--- config.mk ---
export PLATFORM = sky130hd
export DESIGN_NAME = uhw_top
export DESIGN_NICKNAME = d
export VERILOG_FILES = /design/src/verilog/uhw_pkg.sv /design/src/verilog/uhw_top.sv /design/src/verilog/uhw_attach.sv /design/src/verilog/uhw_fetch.sv
export SDC_FILE = /design/constraint.sdc
export NUM_CORES = 1
export LEC_CHECK = 0
export BUFFER_PORTS_ARGS = -buffer_cell sky130_fd_sc_hd__buf_2
export CAP_MARGIN = 20
export CORE_AREA = 4 4 117 164
export DETAILED_ROUTE_END_ITERATION = 10
export DIE_AREA = 0 0 121 168
export PLACE_DENSITY = 0.88
export SLEW_MARGIN = 20
export SYNTH_ARGS = -nofsm -noshare
export SYNTH_HDL_FRONTEND = slang
export SYNTH_SLANG_ARGS = --single-unit
--- constraint.sdc ---
create_clock -name ref_clk -period 2.5 [get_ports ref_clk]
set_input_delay 0 -clock ref_clk [delete_from_list [all_inputs] [get_ports ref_clk]]
set_output_delay 0 -clock ref_clk [all_outputs]
set_load 0.005 [all_outputs]
--- src/verilog/uhw_pkg.sv ---
package uhw_pkg;

  // register byte offsets
  localparam logic [7:0] OFF_CTRL = 8'h00;
  localparam logic [7:0] OFF_STAT = 8'h04;
  localparam logic [7:0] OFF_IEN = 8'h08;
  localparam logic [7:0] OFF_HUB = 8'h0C;
  localparam logic [7:0] OFF_DADR = 8'h10;
  localparam logic [7:0] OFF_DDAT = 8'h14;

  // control fields
  localparam int CT_RUN = 0;
  localparam int CT_FSSEL = 1;
  localparam int CT_GO = 2;
  localparam int CT_BUSY = 3;
  localparam int CT_DIV_LSB = 4;
  localparam int DIV_W = 4;
  localparam logic [3:0] DIV_UTMI = 4'h9;

  // status and enable fields
  localparam int ST_W = 4;
  localparam int ST_UERR = 0;
  localparam int ST_CC_LSB = 1;
  localparam int ST_DONE = 3;

  // root hub fields
  localparam int NUM_PORTS = 2;
  localparam logic [7:0] NDP_VAL = 8'h02;
  localparam logic [6:0] MAX_DEV = 7'h7F;
  localparam int HUB_CONN_LSB = 8;
  localparam int HUB_SPD_LSB = 10;
  localparam int HUB_HSAV = 14;
  localparam int HUB_PHY = 15;
  localparam int HUB_DIVB = 16;
  localparam int HUB_MAXD_LSB = 17;

  // timing
  localparam int CLK_NS = 40;
  localparam int DEB_NS = 100000;
  localparam int DEB_CYC = (DEB_NS + CLK_NS - 1) / CLK_NS;
  localparam logic [2:0] ALIVE_WIN = 3'h7;

  // ahb codes and descriptor retire bit
  localparam logic [1:0] HT_IDLE = 2'h0;
  localparam logic [1:0] HT_NONSEQ = 2'h2;
  localparam logic [2:0] HS_WORD = 3'h2;
  localparam logic [31:0] RETIRE_MASK = 32'h8000_0000;

  typedef enum logic [1:0] {SPD_FS = 2'h0, SPD_LS = 2'h1, SPD_HS = 2'h2} uhw_speed_e;

  typedef struct packed {
    logic [7:0] paddr;
    logic psel;
    logic penable;
    logic pwrite;
    logic [31:0] pwdata;
  } uhw_apb_req_s;

  typedef struct packed {
    logic [31:0] prdata;
    logic pready;
    logic pslverr;
  } uhw_apb_rsp_s;

  typedef struct packed {
    logic [31:0] haddr;
    logic [1:0] htrans;
    logic hwrite;
    logic [2:0] hsize;
    logic [31:0] hwdata;
  } uhw_ahbm_s;

  typedef struct packed {
    logic [31:0] hrdata;
    logic hready;
    logic hresp;
  } uhw_ahbs_s;

  // drive toward a transceiver
  typedef struct packed {
    logic dp;
    logic dm;
    logic oe;
  } uhw_pin_s;

  // line state back from a transceiver
  typedef struct packed {
    logic hs_ok;
    logic dm;
    logic dp;
  } uhw_xin_s;

endpackage

--- src/verilog/uhw_top.sv ---
// What this block does
// - first transceiver is wired straight to host port A, no mux.
// - second transceiver goes to device controller when enabled, else host port B.
// - while device owns the shared transceiver, host uses only port A.
// - root hub provides exactly two downstream ports.
// - high speed 480 Mbit/s and full speed 12 Mbit/s devices supported.
// - low speed 1.5 Mbit/s and full speed devices supported on open host.
// - operational registers reached only through the memory mapped slave port.
// - host acts as bus master to fetch, read, write back and retire descriptors.
// - bus error or misaligned access sets the unrecoverable error flag.
// - root hub register reports the downstream port count.
// - device attach detected per port in hardware without polling.
// - data lines driven only by the transceivers, under host control except transceiver 1 while the device controller is enabled.
// - without utmi loop lock no high speed; full speed stays possible.
// - transceiver returns a 30 MHz clock used by transceiver side logic.
// - full speed clocks are 48 MHz and 48/4, within 0.25 percent.
// - one interrupt line to the system interrupt controller.
// - up to 127 addressable devices in tiered star.
//
// Chosen here: the APB interface to the registers and the register offsets.
`timescale 1ns/1ps
`default_nettype none
module uhw_top #(
  parameter int DEB_CYC = uhw_pkg::DEB_CYC
) (
  // clock and reset
  input wire logic ref_clk,
  input wire logic rst_b,
  // apb slave
  input wire uhw_pkg::uhw_apb_req_s apb_req,
  output uhw_pkg::uhw_apb_rsp_s apb_rsp,
  // ahb master
  output uhw_pkg::uhw_ahbm_s ahbm,
  input wire uhw_pkg::uhw_ahbs_s ahbs,
  // port drive from host core and device controller
  input wire uhw_pkg::uhw_pin_s host_port_a,
  input wire uhw_pkg::uhw_pin_s host_port_b,
  input wire uhw_pkg::uhw_pin_s hs_dev_drive,
  input wire logic device_ctrl_enable,
  // transceivers
  output uhw_pkg::uhw_pin_s xcvr0_drive,
  output uhw_pkg::uhw_pin_s xcvr1_drive,
  input wire uhw_pkg::uhw_xin_s xcvr0_line,
  input wire uhw_pkg::uhw_xin_s xcvr1_line,
  input wire logic utmi_loop_locked_flag,
  input wire logic phy_clk_30m,
  // clock manager configuration
  output logic fs_clock_source_select,
  output logic [3:0] fs_clock_divider,
  // interrupt
  output logic irq
);
  import uhw_pkg::*;

  // synchroniser lanes: three per transceiver line group, then lock and phy clock
  localparam int XW = 3;
  localparam int SY_LOCK = 2 * XW;
  localparam int SY_CLK = 2 * XW + 1;
  localparam int SYW = 2 * XW + 2;

  typedef struct packed {
    logic [SYW-1:0] sy1;
    logic [SYW-1:0] sy2;
    logic clk_d;
    logic [2:0] alive;
    logic run;
    logic fssel;
    logic [DIV_W-1:0] div;
    logic go;
    logic [ST_W-1:0] stat;
    logic [ST_W-1:0] ien;
    logic [31:0] dadr;
    logic [31:0] prdata;
    logic pslverr;
    logic irq;
  } uhw_top_st_s;

  uhw_top_st_s st_ff;
  uhw_top_st_s nxt_st;

  logic [NUM_PORTS-1:0] conn;
  logic [NUM_PORTS-1:0] chg;
  logic [NUM_PORTS-1:0] owned;
  uhw_speed_e spd [NUM_PORTS];
  logic [XW-1:0] line_s [NUM_PORTS];
  logic lock_s;
  logic hs_avail;
  logic div_bad;
  logic f_busy;
  logic f_done;
  logic f_err;
  logic [31:0] f_rdata;
  logic setup;
  logic wr;

  function automatic logic hit(input logic [7:0] a, input logic [7:0] off);
    hit = (a == off);
  endfunction

  function automatic logic mapped(input logic [7:0] a);
    mapped = hit(a, OFF_CTRL) | hit(a, OFF_STAT) | hit(a, OFF_IEN) |
      hit(a, OFF_HUB) | hit(a, OFF_DADR) | hit(a, OFF_DDAT);
  endfunction

  // port routing
  assign xcvr0_drive = host_port_a;
  assign xcvr1_drive = device_ctrl_enable ? hs_dev_drive : host_port_b;

  assign lock_s = st_ff.sy2[SY_LOCK];
  assign hs_avail = lock_s & st_ff.run;
  assign div_bad = st_ff.fssel & (st_ff.div != DIV_UTMI);
  assign line_s[0] = st_ff.sy2[XW-1:0];
  assign line_s[1] = st_ff.sy2[2*XW-1:XW];
  assign owned[0] = 1'b1;
  assign owned[1] = ~device_ctrl_enable;

  generate
    for (genvar p = 0; p < NUM_PORTS; p++) begin : g_port
      uhw_attach #(.DEB_CYC(DEB_CYC)) u_attach (
        .ref_clk(ref_clk),
        .rst_b(rst_b),
        .line_dp(line_s[p][0]),
        .line_dm(line_s[p][1]),
        .hs_ok(line_s[p][2] & hs_avail),
        .owned(owned[p]),
        .conn(conn[p]),
        .speed(spd[p]),
        .chg(chg[p])
      );
    end
  endgenerate

  uhw_fetch u_fetch (
    .ref_clk(ref_clk),
    .rst_b(rst_b),
    .go(st_ff.go),
    .addr(st_ff.dadr),
    .busy(f_busy),
    .done(f_done),
    .err(f_err),
    .rdata(f_rdata),
    .ahbm(ahbm),
    .ahbs(ahbs)
  );

  assign setup = apb_req.psel & ~apb_req.penable;
  assign wr = apb_req.psel & apb_req.penable & apb_req.pwrite;

  always_comb begin
    logic [31:0] rd;
    logic [ST_W-1:0] set;
    logic [ST_W-1:0] clr;
    rd = '0;
    set = '0;
    clr = '0;
    nxt_st = st_ff;
    // two flops on every pin-side input; only sy2 feeds logic
    nxt_st.sy1 = {phy_clk_30m, utmi_loop_locked_flag, xcvr1_line, xcvr0_line};
    nxt_st.sy2 = st_ff.sy1;
    nxt_st.clk_d = st_ff.sy2[SY_CLK];
    // a returned phy clock that keeps toggling marks the transceiver side alive
    if (st_ff.clk_d != st_ff.sy2[SY_CLK]) begin
      nxt_st.alive = ALIVE_WIN;
    end else if (st_ff.alive != 3'h0) begin
      nxt_st.alive = st_ff.alive - 1'b1;
    end
    // go is refused while a fetch runs; software polls busy first
    nxt_st.go = 1'b0;
    if (wr) begin
      if (hit(apb_req.paddr, OFF_CTRL)) begin
        nxt_st.run = apb_req.pwdata[CT_RUN];
        nxt_st.fssel = apb_req.pwdata[CT_FSSEL];
        nxt_st.div = apb_req.pwdata[CT_DIV_LSB +: DIV_W];
        nxt_st.go = apb_req.pwdata[CT_GO] & ~f_busy;
      end
      if (hit(apb_req.paddr, OFF_STAT)) begin
        clr = apb_req.pwdata[ST_W-1:0];
      end
      if (hit(apb_req.paddr, OFF_IEN)) begin
        nxt_st.ien = apb_req.pwdata[ST_W-1:0];
      end
      if (hit(apb_req.paddr, OFF_DADR)) begin
        nxt_st.dadr = apb_req.pwdata;
      end
    end
    set[ST_UERR] = f_err;
    set[ST_CC_LSB +: NUM_PORTS] = chg;
    set[ST_DONE] = f_done;
    // set beats a write-one-to-clear in the same cycle
    nxt_st.stat = (st_ff.stat & ~clr) | set;
    // registered so the line never glitches during a status write
    nxt_st.irq = |(st_ff.stat & st_ff.ien);
    if (setup) begin
      case (apb_req.paddr)
        OFF_CTRL: begin
          rd[CT_RUN] = st_ff.run;
          rd[CT_FSSEL] = st_ff.fssel;
          rd[CT_BUSY] = f_busy;
          rd[CT_DIV_LSB +: DIV_W] = st_ff.div;
        end
        OFF_STAT: begin
          rd[ST_W-1:0] = st_ff.stat;
        end
        OFF_IEN: begin
          rd[ST_W-1:0] = st_ff.ien;
        end
        OFF_HUB: begin
          rd[7:0] = NDP_VAL;
          rd[HUB_CONN_LSB +: NUM_PORTS] = conn;
          rd[HUB_SPD_LSB +: 2] = spd[0];
          rd[HUB_SPD_LSB + 2 +: 2] = spd[1];
          rd[HUB_HSAV] = hs_avail;
          rd[HUB_PHY] = (st_ff.alive != 3'h0);
          rd[HUB_DIVB] = div_bad;
          rd[HUB_MAXD_LSB +: 7] = MAX_DEV;
        end
        OFF_DADR: begin
          rd = st_ff.dadr;
        end
        OFF_DDAT: begin
          rd = f_rdata;
        end
        default: begin
          rd = '0;
        end
      endcase
      nxt_st.prdata = rd;
      nxt_st.pslverr = ~mapped(apb_req.paddr);
    end
  end

  always_ff @(posedge ref_clk or negedge rst_b) begin
    if (!rst_b) begin
      st_ff <= '0;
    end else begin
      st_ff <= nxt_st;
    end
  end

  // zero wait state: read data is captured in the setup cycle
  assign apb_rsp.prdata = st_ff.prdata;
  assign apb_rsp.pready = 1'b1;
  assign apb_rsp.pslverr = st_ff.pslverr;
  assign fs_clock_source_select = st_ff.fssel;
  assign fs_clock_divider = st_ff.div;
  assign irq = st_ff.irq;
endmodule
`default_nettype wire

--- src/verilog/uhw_attach.sv ---
`timescale 1ns/1ps
`default_nettype none
module uhw_attach #(
  parameter int DEB_CYC = uhw_pkg::DEB_CYC
) (
  // clock and reset
  input wire logic ref_clk,
  input wire logic rst_b,
  // synchronised line state and port ownership
  input wire logic line_dp,
  input wire logic line_dm,
  input wire logic hs_ok,
  input wire logic owned,
  // port status
  output logic conn,
  output uhw_pkg::uhw_speed_e speed,
  output logic chg
);
  import uhw_pkg::*;

  localparam int CW = $clog2(DEB_CYC + 1);

  typedef struct packed {
    logic [CW-1:0] cnt;
    logic conn;
    uhw_speed_e speed;
    logic chg;
  } uhw_att_s;

  uhw_att_s st_ff;
  uhw_att_s nxt_st;
  logic raw;

  always_comb begin
    nxt_st = st_ff;
    nxt_st.chg = 1'b0;
    raw = owned & (line_dp | line_dm);
    if (!owned) begin
      // port taken away: report it gone at once
      nxt_st.cnt = '0;
      nxt_st.conn = 1'b0;
      nxt_st.speed = SPD_FS;
      nxt_st.chg = st_ff.conn;
    end else if (raw == st_ff.conn) begin
      nxt_st.cnt = '0;
      if (st_ff.conn && st_ff.speed != SPD_LS) begin
        nxt_st.speed = hs_ok ? SPD_HS : SPD_FS;
      end
    end else if (st_ff.cnt == CW'(DEB_CYC - 1)) begin
      nxt_st.cnt = '0;
      nxt_st.conn = raw;
      nxt_st.chg = 1'b1;
      if (!raw) begin
        nxt_st.speed = SPD_FS;
      end else if (line_dm) begin
        nxt_st.speed = SPD_LS;
      end else begin
        nxt_st.speed = hs_ok ? SPD_HS : SPD_FS;
      end
    end else begin
      nxt_st.cnt = st_ff.cnt + 1'b1;
    end
  end

  always_ff @(posedge ref_clk or negedge rst_b) begin
    if (!rst_b) begin
      st_ff <= '0;
    end else begin
      st_ff <= nxt_st;
    end
  end

  assign conn = st_ff.conn;
  assign speed = st_ff.speed;
  assign chg = st_ff.chg;

endmodule
`default_nettype wire

--- src/verilog/uhw_fetch.sv ---
`timescale 1ns/1ps
`default_nettype none
module uhw_fetch (
  // clock and reset
  input wire logic ref_clk,
  input wire logic rst_b,
  // request
  input wire logic go,
  input wire logic [31:0] addr,
  // result
  output logic busy,
  output logic done,
  output logic err,
  output logic [31:0] rdata,
  // ahb master
  output uhw_pkg::uhw_ahbm_s ahbm,
  input wire uhw_pkg::uhw_ahbs_s ahbs
);
  import uhw_pkg::*;

  typedef enum logic [2:0] {
    F_IDLE = 3'b000,
    F_RADR = 3'b001,
    F_RDAT = 3'b011,
    F_WADR = 3'b010,
    F_WDAT = 3'b110
  } uhw_fst_e;

  typedef struct packed {
    uhw_fst_e st;
    logic [31:0] addr;
    logic [31:0] data;
    logic done;
    logic err;
  } uhw_fet_s;

  uhw_fet_s st_ff;
  uhw_fet_s nxt_st;

  always_comb begin
    nxt_st = st_ff;
    nxt_st.done = 1'b0;
    nxt_st.err = 1'b0;
    case (st_ff.st)
      F_IDLE: begin
        if (go) begin
          if (addr[1:0] != 2'h0) begin
            nxt_st.err = 1'b1;
          end else begin
            nxt_st.addr = addr;
            nxt_st.st = F_RADR;
          end
        end
      end
      F_RADR: begin
        if (ahbs.hready) begin
          nxt_st.st = F_RDAT;
        end
      end
      F_RDAT: begin
        if (ahbs.hresp) begin
          nxt_st.err = 1'b1;
          nxt_st.st = F_IDLE;
        end else if (ahbs.hready) begin
          nxt_st.data = ahbs.hrdata;
          nxt_st.st = F_WADR;
        end
      end
      F_WADR: begin
        if (ahbs.hready) begin
          nxt_st.st = F_WDAT;
        end
      end
      F_WDAT: begin
        if (ahbs.hresp) begin
          nxt_st.err = 1'b1;
          nxt_st.st = F_IDLE;
        end else if (ahbs.hready) begin
          nxt_st.done = 1'b1;
          nxt_st.st = F_IDLE;
        end
      end
      default: begin
        nxt_st.st = F_IDLE;
      end
    endcase
  end

  always_ff @(posedge ref_clk or negedge rst_b) begin
    if (!rst_b) begin
      st_ff <= '0;
    end else begin
      st_ff <= nxt_st;
    end
  end

  // read the descriptor, then write it back with its retire bit set
  always_comb begin
    ahbm.haddr = st_ff.addr;
    ahbm.htrans = (st_ff.st == F_RADR || st_ff.st == F_WADR) ? HT_NONSEQ : HT_IDLE;
    ahbm.hwrite = (st_ff.st == F_WADR);
    ahbm.hsize = HS_WORD;
    ahbm.hwdata = st_ff.data | RETIRE_MASK;
  end

  assign busy = (st_ff.st != F_IDLE);
  assign done = st_ff.done;
  assign err = st_ff.err;
  assign rdata = st_ff.data;
endmodule
`default_nettype wire

Yosys cells after proc, flatten, opt, wreduce, memory -nomap -nowiden

Cells that the tools add are included.

Latch bits: 0
Memories kept: 0
Logic and storage cells: 157
Output and inout bits: 116
Bits in read-only memories: 0
Input bits: 97
Register bits: 202
RAM bits: 0

Bitwise logic cells: 27
Shifts and indexed selects: 0
$mul: 0
Reductions and logical operators: 24
Muxes and demuxes: 50
Divide/modulo/power cells: 0
Add/subtract/negate cells: 3
$lt $le $gt $ge: 0
Equal/unequal tests: 26

Operator list:

| cell                                                                   | number |
|---|---|
| 35-bit 2-to-1 mux                                                      | 2 |
| 12-bit 2-to-1 mux                                                      | 4 |
| 16-bit case mux with 3 select lines                                    | 1 |
| 3-bit 2-to-1 mux                                                       | 10 |
| 12-bit by 1-bit adder with 12-bit output (second input constant)       | 2 |
| 12-bit equality test (second input constant)                           | 2 |
| 2-bit 2-to-1 mux                                                       | 11 |
| 8-bit by 4-bit equality test with 1-bit output (second input constant) | 2 |
| 8-bit by 5-bit equality test with 1-bit output (second input constant) | 2 |
| 16-bit 2-to-1 mux                                                      | 1 |
| 8-bit case mux with 2 select lines                                     | 1 |
| 3-bit case mux with 5 select lines                                     | 1 |
| 2-bit AND reduction                                                    | 7 |
| 4-bit 2-to-1 mux                                                       | 3 |
| 2-bit case mux with 6 select lines                                     | 1 |
| 4-bit case mux with 3 select lines                                     | 1 |
| 1-bit 2-to-1 mux                                                       | 11 |
| 2-bit != test (second input constant)                                  | 5 |
| 1-bit bitwise AND                                                      | 9 |
| 3-bit != test (second input constant)                                  | 3 |
| 3-bit nonzero test                                                     | 3 |
| 4-bit bitwise AND                                                      | 2 |
| 8-bit by 3-bit equality test with 1-bit output (second input constant) | 1 |
| 8-bit zero test                                                        | 1 |
| other kinds (23)                                                       | 44 |

Depth between registers and ports, before layout

Gate-level depths: netlist of run 1.

Depth in word-level cells: 8
Mapped depth: 7
Mapped depth without buffers: 6

Hierarchy

Synthesis of run 1 repeated with hierarchy kept, for this count alone.

Cell total of the unflattened synthesis: 838
Area total of the unflattened synthesis: 9970.8 µm²

By module, submodules not included:

| module     | cells an instance | times used | area an instance (µm²) | sequential area each (µm²) |
|---|---|---|---|---|
| uhw_top    | 396               | 1          | 4689.5                 | 2527.4 |
| uhw_fetch  | 272               | 1          | 3567.2                 | 1726.7 |
| uhw_attach | 85                | 2          | 857.1                  | 400.4 |

Least setup slack after synthesis of run 1

Ideal clock, no wire load.

Kind: reg-to-reg
From: register g_port[0].u_attach.st_ff[4] in the netlist's numbering
To: register g_port[0].u_attach.st_ff (netlist bit g_port[0].u_attach.speed[1])
Path slack: 0.499 ns
Arrival time: 1.881 ns
Period minus slack after synthesis: 2.001 ns
Library setup time: 0.120 ns
Cell stages (with the launch flop): 6
Path buffers: 0
Data required time: 2.380 ns
Path through: dfrtp_1 ha_1 or4b_1 or3_4 a221o_1 o211a_1

Word-level cells in the longest chain between the ends: 3

Ends and longest elaborated chain:

| element                              | line             | RTL |
|---|---|---|
| start, declared                      | uhw_attach.sv:30 | `uhw_att_s st_ff;` |
| start signal, assigned               | uhw_attach.sv:69 | `st_ff <= nxt_st;` |
| 12-bit equality test                 | uhw_attach.sv:49 | `end else if (st_ff.cnt == CW'(DEB_CYC - 1)) begin` |
| 2-bit nonzero test (no source line)  | n/a              |  |
| 2-bit AND reduction (no source line) | n/a              |  |

Every way passes these cells.
A chain may end at the register's enable or synchronous reset.

==> flow_metrics.env, run 1 <==
export IMPL_status="finished clean"
export IMPL_cp_start_kind="flop"
export IMPL_clkLatencyLatePin_ps=500
export IMPL_grt_use_met3_pct=3.663
export IMPL_synth_edf_count=0
export IMPL_fin_crit_sh_pct=86.20
export IMPL_grt_use_met2_pct=40.66
export IMPL_cp_slowest_stage_delay_ps=480
export IMPL_synth_cell_types=63
export IMPL_core_area_sq_um=17780
export IMPL_crit_buf_inv=0
export IMPL_layout_cells_most_common="dfrtp_1"
export IMPL_yosysWarnings=0
export IMPL_synth_adder_area_share_pct=0.5309
export IMPL_yosys_area_share_simple_pct=9.330
export IMPL_setup_viol=0
export IMPL_grt_remaining_overflow=0
export IMPL_endpoint_kind="flop"
export IMPL_layout_filler_cells=1241
export IMPL_fmax_ghz=0.4640
export IMPL_cts_sinks=202
export IMPL_async_reset_ff_share_pct=100.0
export IMPL_fin_skew_ps=15.72
export IMPL_io_pins=213
export IMPL_path_cells="ha_1 -> or4b_1 -> or3_4 -> or2b_1 -> nor2_1"
export IMPL_grt_use_total_pct=22.48
export IMPL_path_clk_slew_ps=60
export IMPL_min_path_cells=0
export IMPL_row_count=58
export IMPL_hold_path_class="in -> out"
export IMPL_routed_wl_mm=22.97
export IMPL_hpwl_mm=14.97
export IMPL_port_buffers=200
export IMPL_cts_root_buf="clkbuf_16"
export IMPL_grt_busiest_layer="met2"
export IMPL_antenna_found_initial=2
export IMPL_ctsHtreeMaxLevel=1
export IMPL_clk_path_buf_depth=3
export IMPL_p_leak_nw=5.820
export IMPL_route_detailed_drc=0
export IMPL_vdd_drop_max_v=0.0004387
export IMPL_vias=6629
export IMPL_ys_seq_area_share_pct=53.62
export IMPL_muxShareOfSynthArea_pct=15.89
export IMPL_crit_arrival_ps=2510
export IMPL_first_pass_iters=5
export IMPL_nets=1075
export IMPL_period_needed_ps=2155
export IMPL_die_w_um=121
export IMPL_dp_cells=1110
export IMPL_drt_initial_drc_count=474
export IMPL_crit_path_max_fanout=11
export IMPL_cts_buffers=21
export IMPL_synth_compound_area_share_pct=7.485
export IMPL_report_final_slew_viol_count=0
export IMPL_postRouteAntennaNets=0
export IMPL_routed_via_density=5.385
export IMPL_r2r_cells=5
export IMPL_setup_tns_ps=0
export IMPL_synth_area_per_cell_sq_um=11.86
export IMPL_drv_cap=0
export IMPL_final_cell_mix="dfrtp_1, buf_2, mux2_2"
export IMPL_start_util_pct=53.03
export IMPL_syn_area_sq_um=9428
export IMPL_grt_max_degree=80
export IMPL_critical_path_class="reg -> reg"
export IMPL_final_hold_viol_count=0
export IMPL_syn_inst=795
export IMPL_worst_path_stages=5
export IMPL_rsz0062_at_grt="no"
export IMPL_worstPathRequired_ps=2860
export IMPL_powerDensity_nw_per_um2=715.5
export IMPL_place_congestion=0.8504
export IMPL_grt_pass1_wl_mm=36.48
export IMPL_postCtsResizedCells=0
export IMPL_path_delay_family="simple AND/OR/NAND/NOR gates"
export IMPL_fin_cells=1231
export IMPL_worstMarginPinSlew_ps=646.3
export IMPL_relSlewSlack_pct=56.68
export IMPL_die_y_um=168
export IMPL_wl_per_cell_um=18.66
export IMPL_drive_gt1_share_pct=37.61
export IMPL_dieArea_sq_um=20330
export IMPL_grt_pass1_vias=6999
export IMPL_synthToLayoutAreaGrowth_pct=22.18
export IMPL_synth_top_family_by_area="multiplexers"
export IMPL_grt_met1_usage_pct=25.82
export IMPL_cts_tree="yes"
export IMPL_synth_xor_area_share_pct=2.322
export IMPL_synth_flop_cell="dfrtp_1"
export IMPL_ys_ff_latch=202
export IMPL_crit_path_top_delay_cell="or4b_1"
==> where the power goes <==
group          internal, mW  switching [mW]  leakage [nW]  total (mW)
sequential             3.53           0.262          2.74        3.80
combinational         0.559           0.488          2.70        1.05
clock                  2.14            1.26         0.378        3.40
==> per-stage QoR <==
| stage | utilization, % | setup slack [ps] | total power [mW] | hold slack [ps] | instance area, sq um |
|---|---|---|---|---|---|
| finish | 64.79 | 345.0 | 8.242 | 0.001793 | 11520 |
| global route | 64.79 | 205.6 | 8.571 | 0.01326 | 11520 |
| CTS | 64.76 | 325.6 | 8.265 | 0.03806 | 11510 |
| detailed placement | 55.90 | 342.5 | 4.781 | 0.03806 | 9940 |
| global placement | 55.90 | 422.5 | 4.735 | 0.03806 | 9940 |
| floorplan | - | 498.7 | 4.504 | -295.6 | 9443 |
==> sequential cells by signal (all words and copies together), names as in the netlist <==
| register | cells |
|---|---|
| u_fetch.st_ff | 3 |
| line_s | 6 |
| g_port.u_attach.st_ff | 24 |
| g_port.u_attach.conn | 2 |
| u_fetch.done | 1 |
| nxt_st | 9 |
| irq | 1 |
| g_port.u_attach.speed | 4 |
| st_ff | 46 |
| fs_clock_source_select | 1 |
| lock_s | 1 |
| u_fetch.err | 1 |
| apb_rsp | 33 |
| fs_clock_divider | 4 |
| g_port.u_attach.chg | 2 |
| u_fetch.ahbm | 32 |
| u_fetch.rdata | 32 |
==> synthesized netlist by cell type (12+ instances only) <==
cell type | count | area share, %
a22o_1 | 16 | 1.5
a22oi_1 | 16 | 1.3
buf_2 | 12 | 0.64
buf_4 | 110 | 8.8
clkbuf_1 | 18 | 0.72
dfrtp_1 | 202 | 54
inv_1 | 13 | 0.52
mux2_2 | 107 | 13
mux2i_1 | 27 | 2.9
nand2_1 | 47 | 1.9
nand3_1 | 13 | 0.69
nor2_1 | 48 | 1.9
nor3_1 | 12 | 0.64
o21ai_0 | 28 | 1.5
xnor2_1 | 21 | 2.0
==> kinds of logic (layout without fill, tap and decap cells) <==
kind of cell    after synthesis  count (layout)
flops                       202             202
simple gates                171             171
buf+inv                     156             346
mux                         135             135
compound gates              100             100
xor+xnor                     25              25
fa+ha+maj                     4               4
other cells                   2               8
==> final timing paths <==
path	startpoint	to	slack (ps)
worst max-delay path	g_port[0].u_attach.st_ff[4]	g_port[0].u_attach.st_ff[9]	340
worst min-delay path	host_port_a[0]	xcvr0_drive[0]	0.002
worst max register to register	g_port[0].u_attach.st_ff[4]	g_port[0].u_attach.st_ff[9]	340
worst min register to register	nxt_st[91]	lock_s	350
max in group asynchronous	rst_b	st_ff[53]	1620
min in group asynchronous	rst_b	g_port[1].u_attach.st_ff[4]	50
==> per-layer routing <==
layer	routed length [um]	share of wire (%)	up-vias
met4	1049	4.6	0
met5	0	0	-
li1	-	-	3044
met2	12220	53	243
met1	8350	36	3274
met3	1345	5.9	68
==> layout make-up <==
type	instances	area, sq um	area share, %
Timing Repair Buffer	295	1951	16.93
Inverter	13	48.80	0.4236
Multi-Input combinational cell	441	3396	29.48
Clock buffer	30	619.3	5.377
Clock inverter	8	143.9	1.249
Tap cell	240	300.3	2.607
Antenna cell	2	5.005	0.04345
Sequential cell	202	5055	43.88
==> what timing repair did <==
item / 4_1_cts / 5_1_grt
endpoints found under the hold margin: 222 / 0
setup buffers: 0 / 0
hold buffers: 81 / 0
(Power assumes the default switching activity.)
==> run 2: changes to the inputs <==
--- a/config.mk
+++ b/config.mk
@@ -9,6 +9,6 @@
 export CAP_MARGIN = 20
-export CORE_AREA = 4 4 117 164
+export CORE_AREA = 4 4 122 170
 export DETAILED_ROUTE_END_ITERATION = 10
-export DIE_AREA = 0 0 121 168
-export PLACE_DENSITY = 0.88
+export DIE_AREA = 0 0 126 174
+export PLACE_DENSITY = 0.82
 export SLEW_MARGIN = 20
==> constraint.sdc (replaced) <==
create_clock -name ref_clk -period 2.4 [get_ports ref_clk]
set_input_delay 0.48 -clock ref_clk [delete_from_list [all_inputs] [get_ports ref_clk]]
set_output_delay 0.48 -clock ref_clk [all_outputs]
set_load 0.005 [all_outputs]
==> run 2 against run 1 <==
Net effect:
- wire length decreased by 7.5%
- via count decreased by 6.7%
- register-to-register slack got worse by 110 ps
- largest cell class unchanged
==> flow_metrics.env, run 2 (same netlist as run 1, synthesis figures left out) <==
export IMPL_layout_cells_most_common="dfrtp_1"
export IMPL_layout_filler_cells=1624
export IMPL_synthToLayoutAreaGrowth_pct=13.99
export IMPL_rsz0062_at_grt="no"
export IMPL_io_pins=213
export IMPL_place_congestion=0.8632
export IMPL_setup_viol=0
export IMPL_die_y_um=174
export IMPL_crit_path_max_fanout=5
export IMPL_totalPowerFinal_mw=8.118
export IMPL_cts_root_buf="clkbuf_16"
export IMPL_hold_path_class="in -> async"
export IMPL_cts_buffers=21
export IMPL_core_area_sq_um=19220
export IMPL_ctsHtreeMaxLevel=1
export IMPL_die_w_um=126
export IMPL_antenna_found_initial=3
export IMPL_path_delay_family="simple AND/OR/NAND/NOR gates"
export IMPL_place_area_sq_um=10060
export IMPL_drt_initial_drc_count=361
export IMPL_final_cell_mix="dfrtp_1, buf_2, mux2_2"
export IMPL_wl_per_cell_um=18.21
export IMPL_fmax_ghz=0.4628
export IMPL_cts_tree="yes"
export IMPL_port_buffers=200
export IMPL_r2r_end="g_port[0].u_attach.speed[0]"
export IMPL_status="finished clean"
export IMPL_fin_skew_ps=9.036
export IMPL_grt_use_total_pct=18.92
export IMPL_powerDensity_nw_per_um2=755.4
export IMPL_cts_sinks=202
export IMPL_drive_gt1_share_pct=41.33
export IMPL_fin_crit_sh_pct=90.04
export IMPL_vias=6188
export IMPL_final_hold_viol_count=0
export IMPL_grt_use_met2_pct=33.26
export IMPL_route_detailed_drc=0
export IMPL_crit_path_top_delay_cell="nor3_1"
export IMPL_first_pass_iters=5
export IMPL_grt_pass1_vias=6324
export IMPL_largest_register_ffs=46
export IMPL_grt_busiest_layer="met2"
export IMPL_path_cells="ha_1 -> or4b_1 -> nor3_1 -> a21oi_1 -> a221o_1"
export IMPL_crit_arrival_ps=2520
export IMPL_postCtsResizedCells=0
export IMPL_period_needed_ps=2161
export IMPL_cp_start_kind="flop"
export IMPL_largest_register="st_ff"
export IMPL_p_leak_nw=5.492
export IMPL_nets=1006
export IMPL_start_util_pct=49.06
export IMPL_r2r_start="g_port[0].u_attach.st_ff[4]"
export IMPL_grt_remaining_overflow=0
export IMPL_r2r_cells=5
export IMPL_postRouteAntennaNets=0
export IMPL_cp_slowest_stage_delay_ps=520
export IMPL_crit_buf_inv=0
export IMPL_grt_met1_usage_pct=22.89
export IMPL_path_clk_slew_ps=60
export IMPL_drv_cap=0
export IMPL_cts_hold_buf=0
export IMPL_row_count=60
export IMPL_setup_tns_ps=0
export IMPL_hpwl_mm=15.24
export IMPL_routed_via_density=5.302
export IMPL_routed_wl_mm=21.25
export IMPL_worstMarginPinSlew_ps=592.8
export IMPL_r2r_slack_ps=240
export IMPL_postLayoutCellArea_sq_um=10750
export IMPL_clk_path_buf_depth=3
export IMPL_grt_pass1_wl_mm=33.54
export IMPL_vdd_drop_max_v=0.0005537
export IMPL_relSlewSlack_pct=59.94
export IMPL_endpoint_kind="flop"
export IMPL_dieArea_sq_um=21920
export IMPL_critical_path_class="reg -> reg"
export IMPL_grt_use_met3_pct=3.289
export IMPL_report_final_slew_viol_count=0
export IMPL_cts_setup_buffers=0
export IMPL_clkLatencyLatePin_ps=480
export IMPL_grt_max_degree=67
export IMPL_worstPathRequired_ps=2760
## run 2: cell types whose count changed in the layout (fill, tap and decap cells not counted), sizes merged
cell	previous run	this run
clkinvlp	0	1
inv	14	13
clkinv	3	2
buf	213	225
bufinv	4	2
dlygate4sd3	81	0
## run 2: worst max path at each step
stage	startpoint	end	slack (ps)	cells past startpoint
floorplan	apb_req[40]	st_ff[66]	310	5
global placement	apb_req[40]	st_ff[66]	220	5
detailed placement	apb_req[40]	st_ff[66]	180	5
CTS	g_port[0].u_attach.st_ff[4]	g_port[0].u_attach.speed[0]	230	5
global route	g_port[0].u_attach.st_ff[4]	g_port[0].u_attach.speed[0]	90	5
finish	g_port[0].u_attach.st_ff[4]	g_port[0].u_attach.speed[0]	240	5
## run 2: layout make-up
| cell class | count | area [sq um] | share of cell area, % |
|---|---|---|---|
| antenna | 2 | 5.005 | 0.04657 |
| clock buffer | 30 | 599.3 | 5.577 |
| clock inverter | 5 | 77.57 | 0.7219 |
| inverter | 13 | 48.80 | 0.4541 |
| multi-input combinational | 441 | 3396 | 31.60 |
| sequential | 202 | 5055 | 47.04 |
| tap | 248 | 310.3 | 2.887 |
| timing repair buffer | 226 | 1255 | 11.68 |
## run 2: worst reg2reg max path, stage by stage, from the launching register on
cell and delay, ps:
dfrtp_1 380, ha_1 230, or4b_1 470, nor3_1 520, a21oi_1 160, a221o_1 280
## run 2: power breakdown
part | switching, mW | internal [mW] | total (mW)
sequential | 0.262 | 3.68 | 3.94
combinational | 0.472 | 0.504 | 0.976
clock | 1.26 | 1.94 | 3.20
## run 2: per-layer routing
metal	wire length, um	up-vias
met3	1310	47
met5	7	-
li1	-	2884
met4	785	2
met1	8220	3066
met2	10920	189
## run 2: stage by stage
| step | utilization (%) | hold slack, ps | instances | setup slack [ps] |
|---|---|---|---|---|
| after floorplan | - | 184.4 | 799 | 314.2 |
| after global placement | 52.37 | 332.7 | 1130 | 223.1 |
| after detailed placement | 52.37 | 335.8 | 1130 | 183.0 |
| after CTS | 55.89 | 9.478 | 1165 | 227.9 |
| after global routing | 55.92 | 27.11 | 1167 | 92.88 |
| final | 55.92 | 2.098 | 1167 | 239.1 |
==> run 3: changes to the inputs <==
- REMOVE_ABC_BUFFERS: default -> 1
- SETUP_SLACK_MARGIN: default -> 0.2
==> run 3 against run 2 <==
Net effect:
- via count is 0.23% higher
- wire length is 0.45% higher
- design area hardly changed
- critical path depth stayed put
- global-route usage is 0.49 points higher
- count of clock-buffer cells in the layout is 1 lower
- core utilization hardly changed
- power is 1.3% lower
- register-to-register slack better by 60 ps
- sequential share of layout area hardly changed
- worst hold slack better by 100 ps
- final cell count hardly changed
- largest cell class unchanged
==> flow_metrics.env, run 3 (same netlist as run 1, synthesis figures left out) <==
export IMPL_final_cell_mix="dfrtp_1, buf_2, mux2_2"
export IMPL_drt_initial_drc_count=393
export IMPL_p_comb_share_pct=12.4
export IMPL_path_clk_slew_ps=60
export IMPL_setup_tns_ps=0
export IMPL_p_leak_nw=5.491
export IMPL_cts_setup_buffers=0
export IMPL_largest_register="st_ff"
export IMPL_cts_tree="yes"
export IMPL_postRouteAntennaNets=0
export IMPL_status="finished clean"
export IMPL_vdd_drop_max_v=0.0006088
export IMPL_place_congestion=0.8363
export IMPL_first_pass_iters=4
export IMPL_crit_buf_inv=0
export IMPL_routed_via_density=5.310
export IMPL_place_area_sq_um=10090
export IMPL_r2r_cells=5
export IMPL_fin_crit_sh_pct=87.63
export IMPL_io_pins=213
export IMPL_hold_path_class="in -> reg"
export IMPL_ctsHtreeMaxLevel=1
export IMPL_worstPathRequired_ps=2770
export IMPL_largest_register_ffs=46
export IMPL_critical_path_class="reg -> reg"
export IMPL_fmax_ghz=0.4755
export IMPL_grt_pass1_wl_mm=34.66
export IMPL_grt_max_degree=67
export IMPL_switching_share_pct=25.14
export IMPL_relSlewSlack_pct=63.24
export IMPL_hpwl_mm=15.36
export IMPL_drv_cap=0
export IMPL_path_cells="ha_2 -> or4b_1 -> or3_4 -> a221o_1 -> o211a_1"
export IMPL_cp_slowest_stage_delay_ps=470
export IMPL_rsz0062_at_grt="no"
export IMPL_clkPwrFrac_pct=38.4
export IMPL_die_y_um=174
export IMPL_vias=6202
export IMPL_crit_path_max_fanout=5
export IMPL_setup_slack_ps=296.8
export IMPL_nets=1008
export IMPL_period_needed_ps=2103
export IMPL_min_path_cells=1
export IMPL_grt_pass1_vias=6649
export IMPL_route_detailed_drc=0
export IMPL_setup_viol=0
export IMPL_powerDensity_nw_per_um2=744.8
export IMPL_min_to="nxt_st[90]"
export IMPL_synthToLayoutAreaGrowth_pct=14.08
export IMPL_core_area_sq_um=19220
export IMPL_hp_start="xcvr1_line[2]"
export IMPL_final_hold_viol_count=0
export IMPL_cts_root_buf="clkbuf_16"
export IMPL_cp_start_kind="flop"
export IMPL_grt_use_total_pct=19.41
export IMPL_clkLatencyLatePin_ps=490
export IMPL_port_buffers=200
export IMPL_power_switching_mw=2.014
export IMPL_crit_arrival_ps=2480
export IMPL_layout_cells_most_common="dfrtp_1"
export IMPL_routed_wl_mm=21.34
export IMPL_postLayoutCellArea_sq_um=10760
export IMPL_r2r_end="g_port[0].u_attach.speed[1]"
export IMPL_antenna_found_initial=2
export IMPL_wl_per_cell_um=18.27
export IMPL_seqPwrFrac_pct=49.2
export IMPL_drive_gt1_share_pct=41.57
export IMPL_r2r_start="g_port[0].u_attach.st_ff[4]"
export IMPL_path_delay_family="simple AND/OR/NAND/NOR gates"
export IMPL_fin_skew_ps=11.58
export IMPL_p_int_mw=5.997
export IMPL_cts_sinks=202
export IMPL_clk_path_buf_depth=3
export IMPL_endpoint_kind="flop"
export IMPL_totalPowerFinal_mw=8.011
export IMPL_grt_remaining_overflow=0
export IMPL_start_util_pct=49.06
export IMPL_place_ws_ps=159.1
export IMPL_dieArea_sq_um=21920
export IMPL_die_w_um=126
export IMPL_crit_path_top_delay_cell="or4b_1"
export IMPL_r2r_slack_ps=300
export IMPL_row_count=60
export IMPL_report_final_slew_viol_count=0
export IMPL_worstMarginPinSlew_ps=551.4
export IMPL_cts_buffers=20
[run 3: worst max-delay path by stage]
| stage | start | endpoint | cells after the start |
|---|---|---|---|
| global route | g_port[0].u_attach.st_ff[4] | g_port[0].u_attach.speed[1] | 5 |
| detailed placement | apb_req[40] | st_ff[69] | 5 |
| finish | g_port[0].u_attach.st_ff[4] | g_port[0].u_attach.speed[1] | 5 |
| global placement | apb_req[40] | st_ff[68] | 5 |
| CTS | g_port[0].u_attach.st_ff[4] | g_port[0].u_attach.st_ff[14] | 5 |
| floorplan | u_fetch.st_ff[66] | u_fetch.rdata[0] | 3 |
[run 3: cell type report]
cell class,instances,area (sq um)
flip-flops and latches,202,5055
inverters,13,48.80
fillers,1634,8463
repair buffers,229,1292
clock inverters,5,58.81
diodes,1,2.502
well taps,248,310.3
clock buffers,29,585.6
multi-input cells,441,3402
[run 3: metal layers]
layer,track usage [%],wire length [um],vias up
met4,7.290,812,2
met1,23.13,8072,3076
met2,34.75,11160,190
met3,3.504,1284,53
met5,0,13,-
li1,-,-,2881
[run 3: what timing repair did]
action / in CTS / in global routing
setup endpoints to repair: 0 / 12
endpoints found under the hold margin: 25 / 0
hold buffers: 1 / 0
gates resized for setup: 0 / 2
[run 3: power by group through the flow]
stage	Combinational, mW	Sequential [mW]	Clock [mW]
after floorplan	0.460	3.95	0
after global placement	0.967	3.98	0
after detailed placement	0.998	4.00	0
after CTS	1.01	3.94	3.16
after global routing	1.10	3.98	3.30
final	0.992	3.94	3.08
[run 3: through the flow]
step                hold WS (ps)  std cells  util [%]
finish                     102.2       1168     55.96
global route               77.79       1168     55.96
CTS                        78.46       1167     55.92
detailed placement         334.7       1132     52.51
global placement           333.5       1132     52.51
floorplan                  184.4        656         -
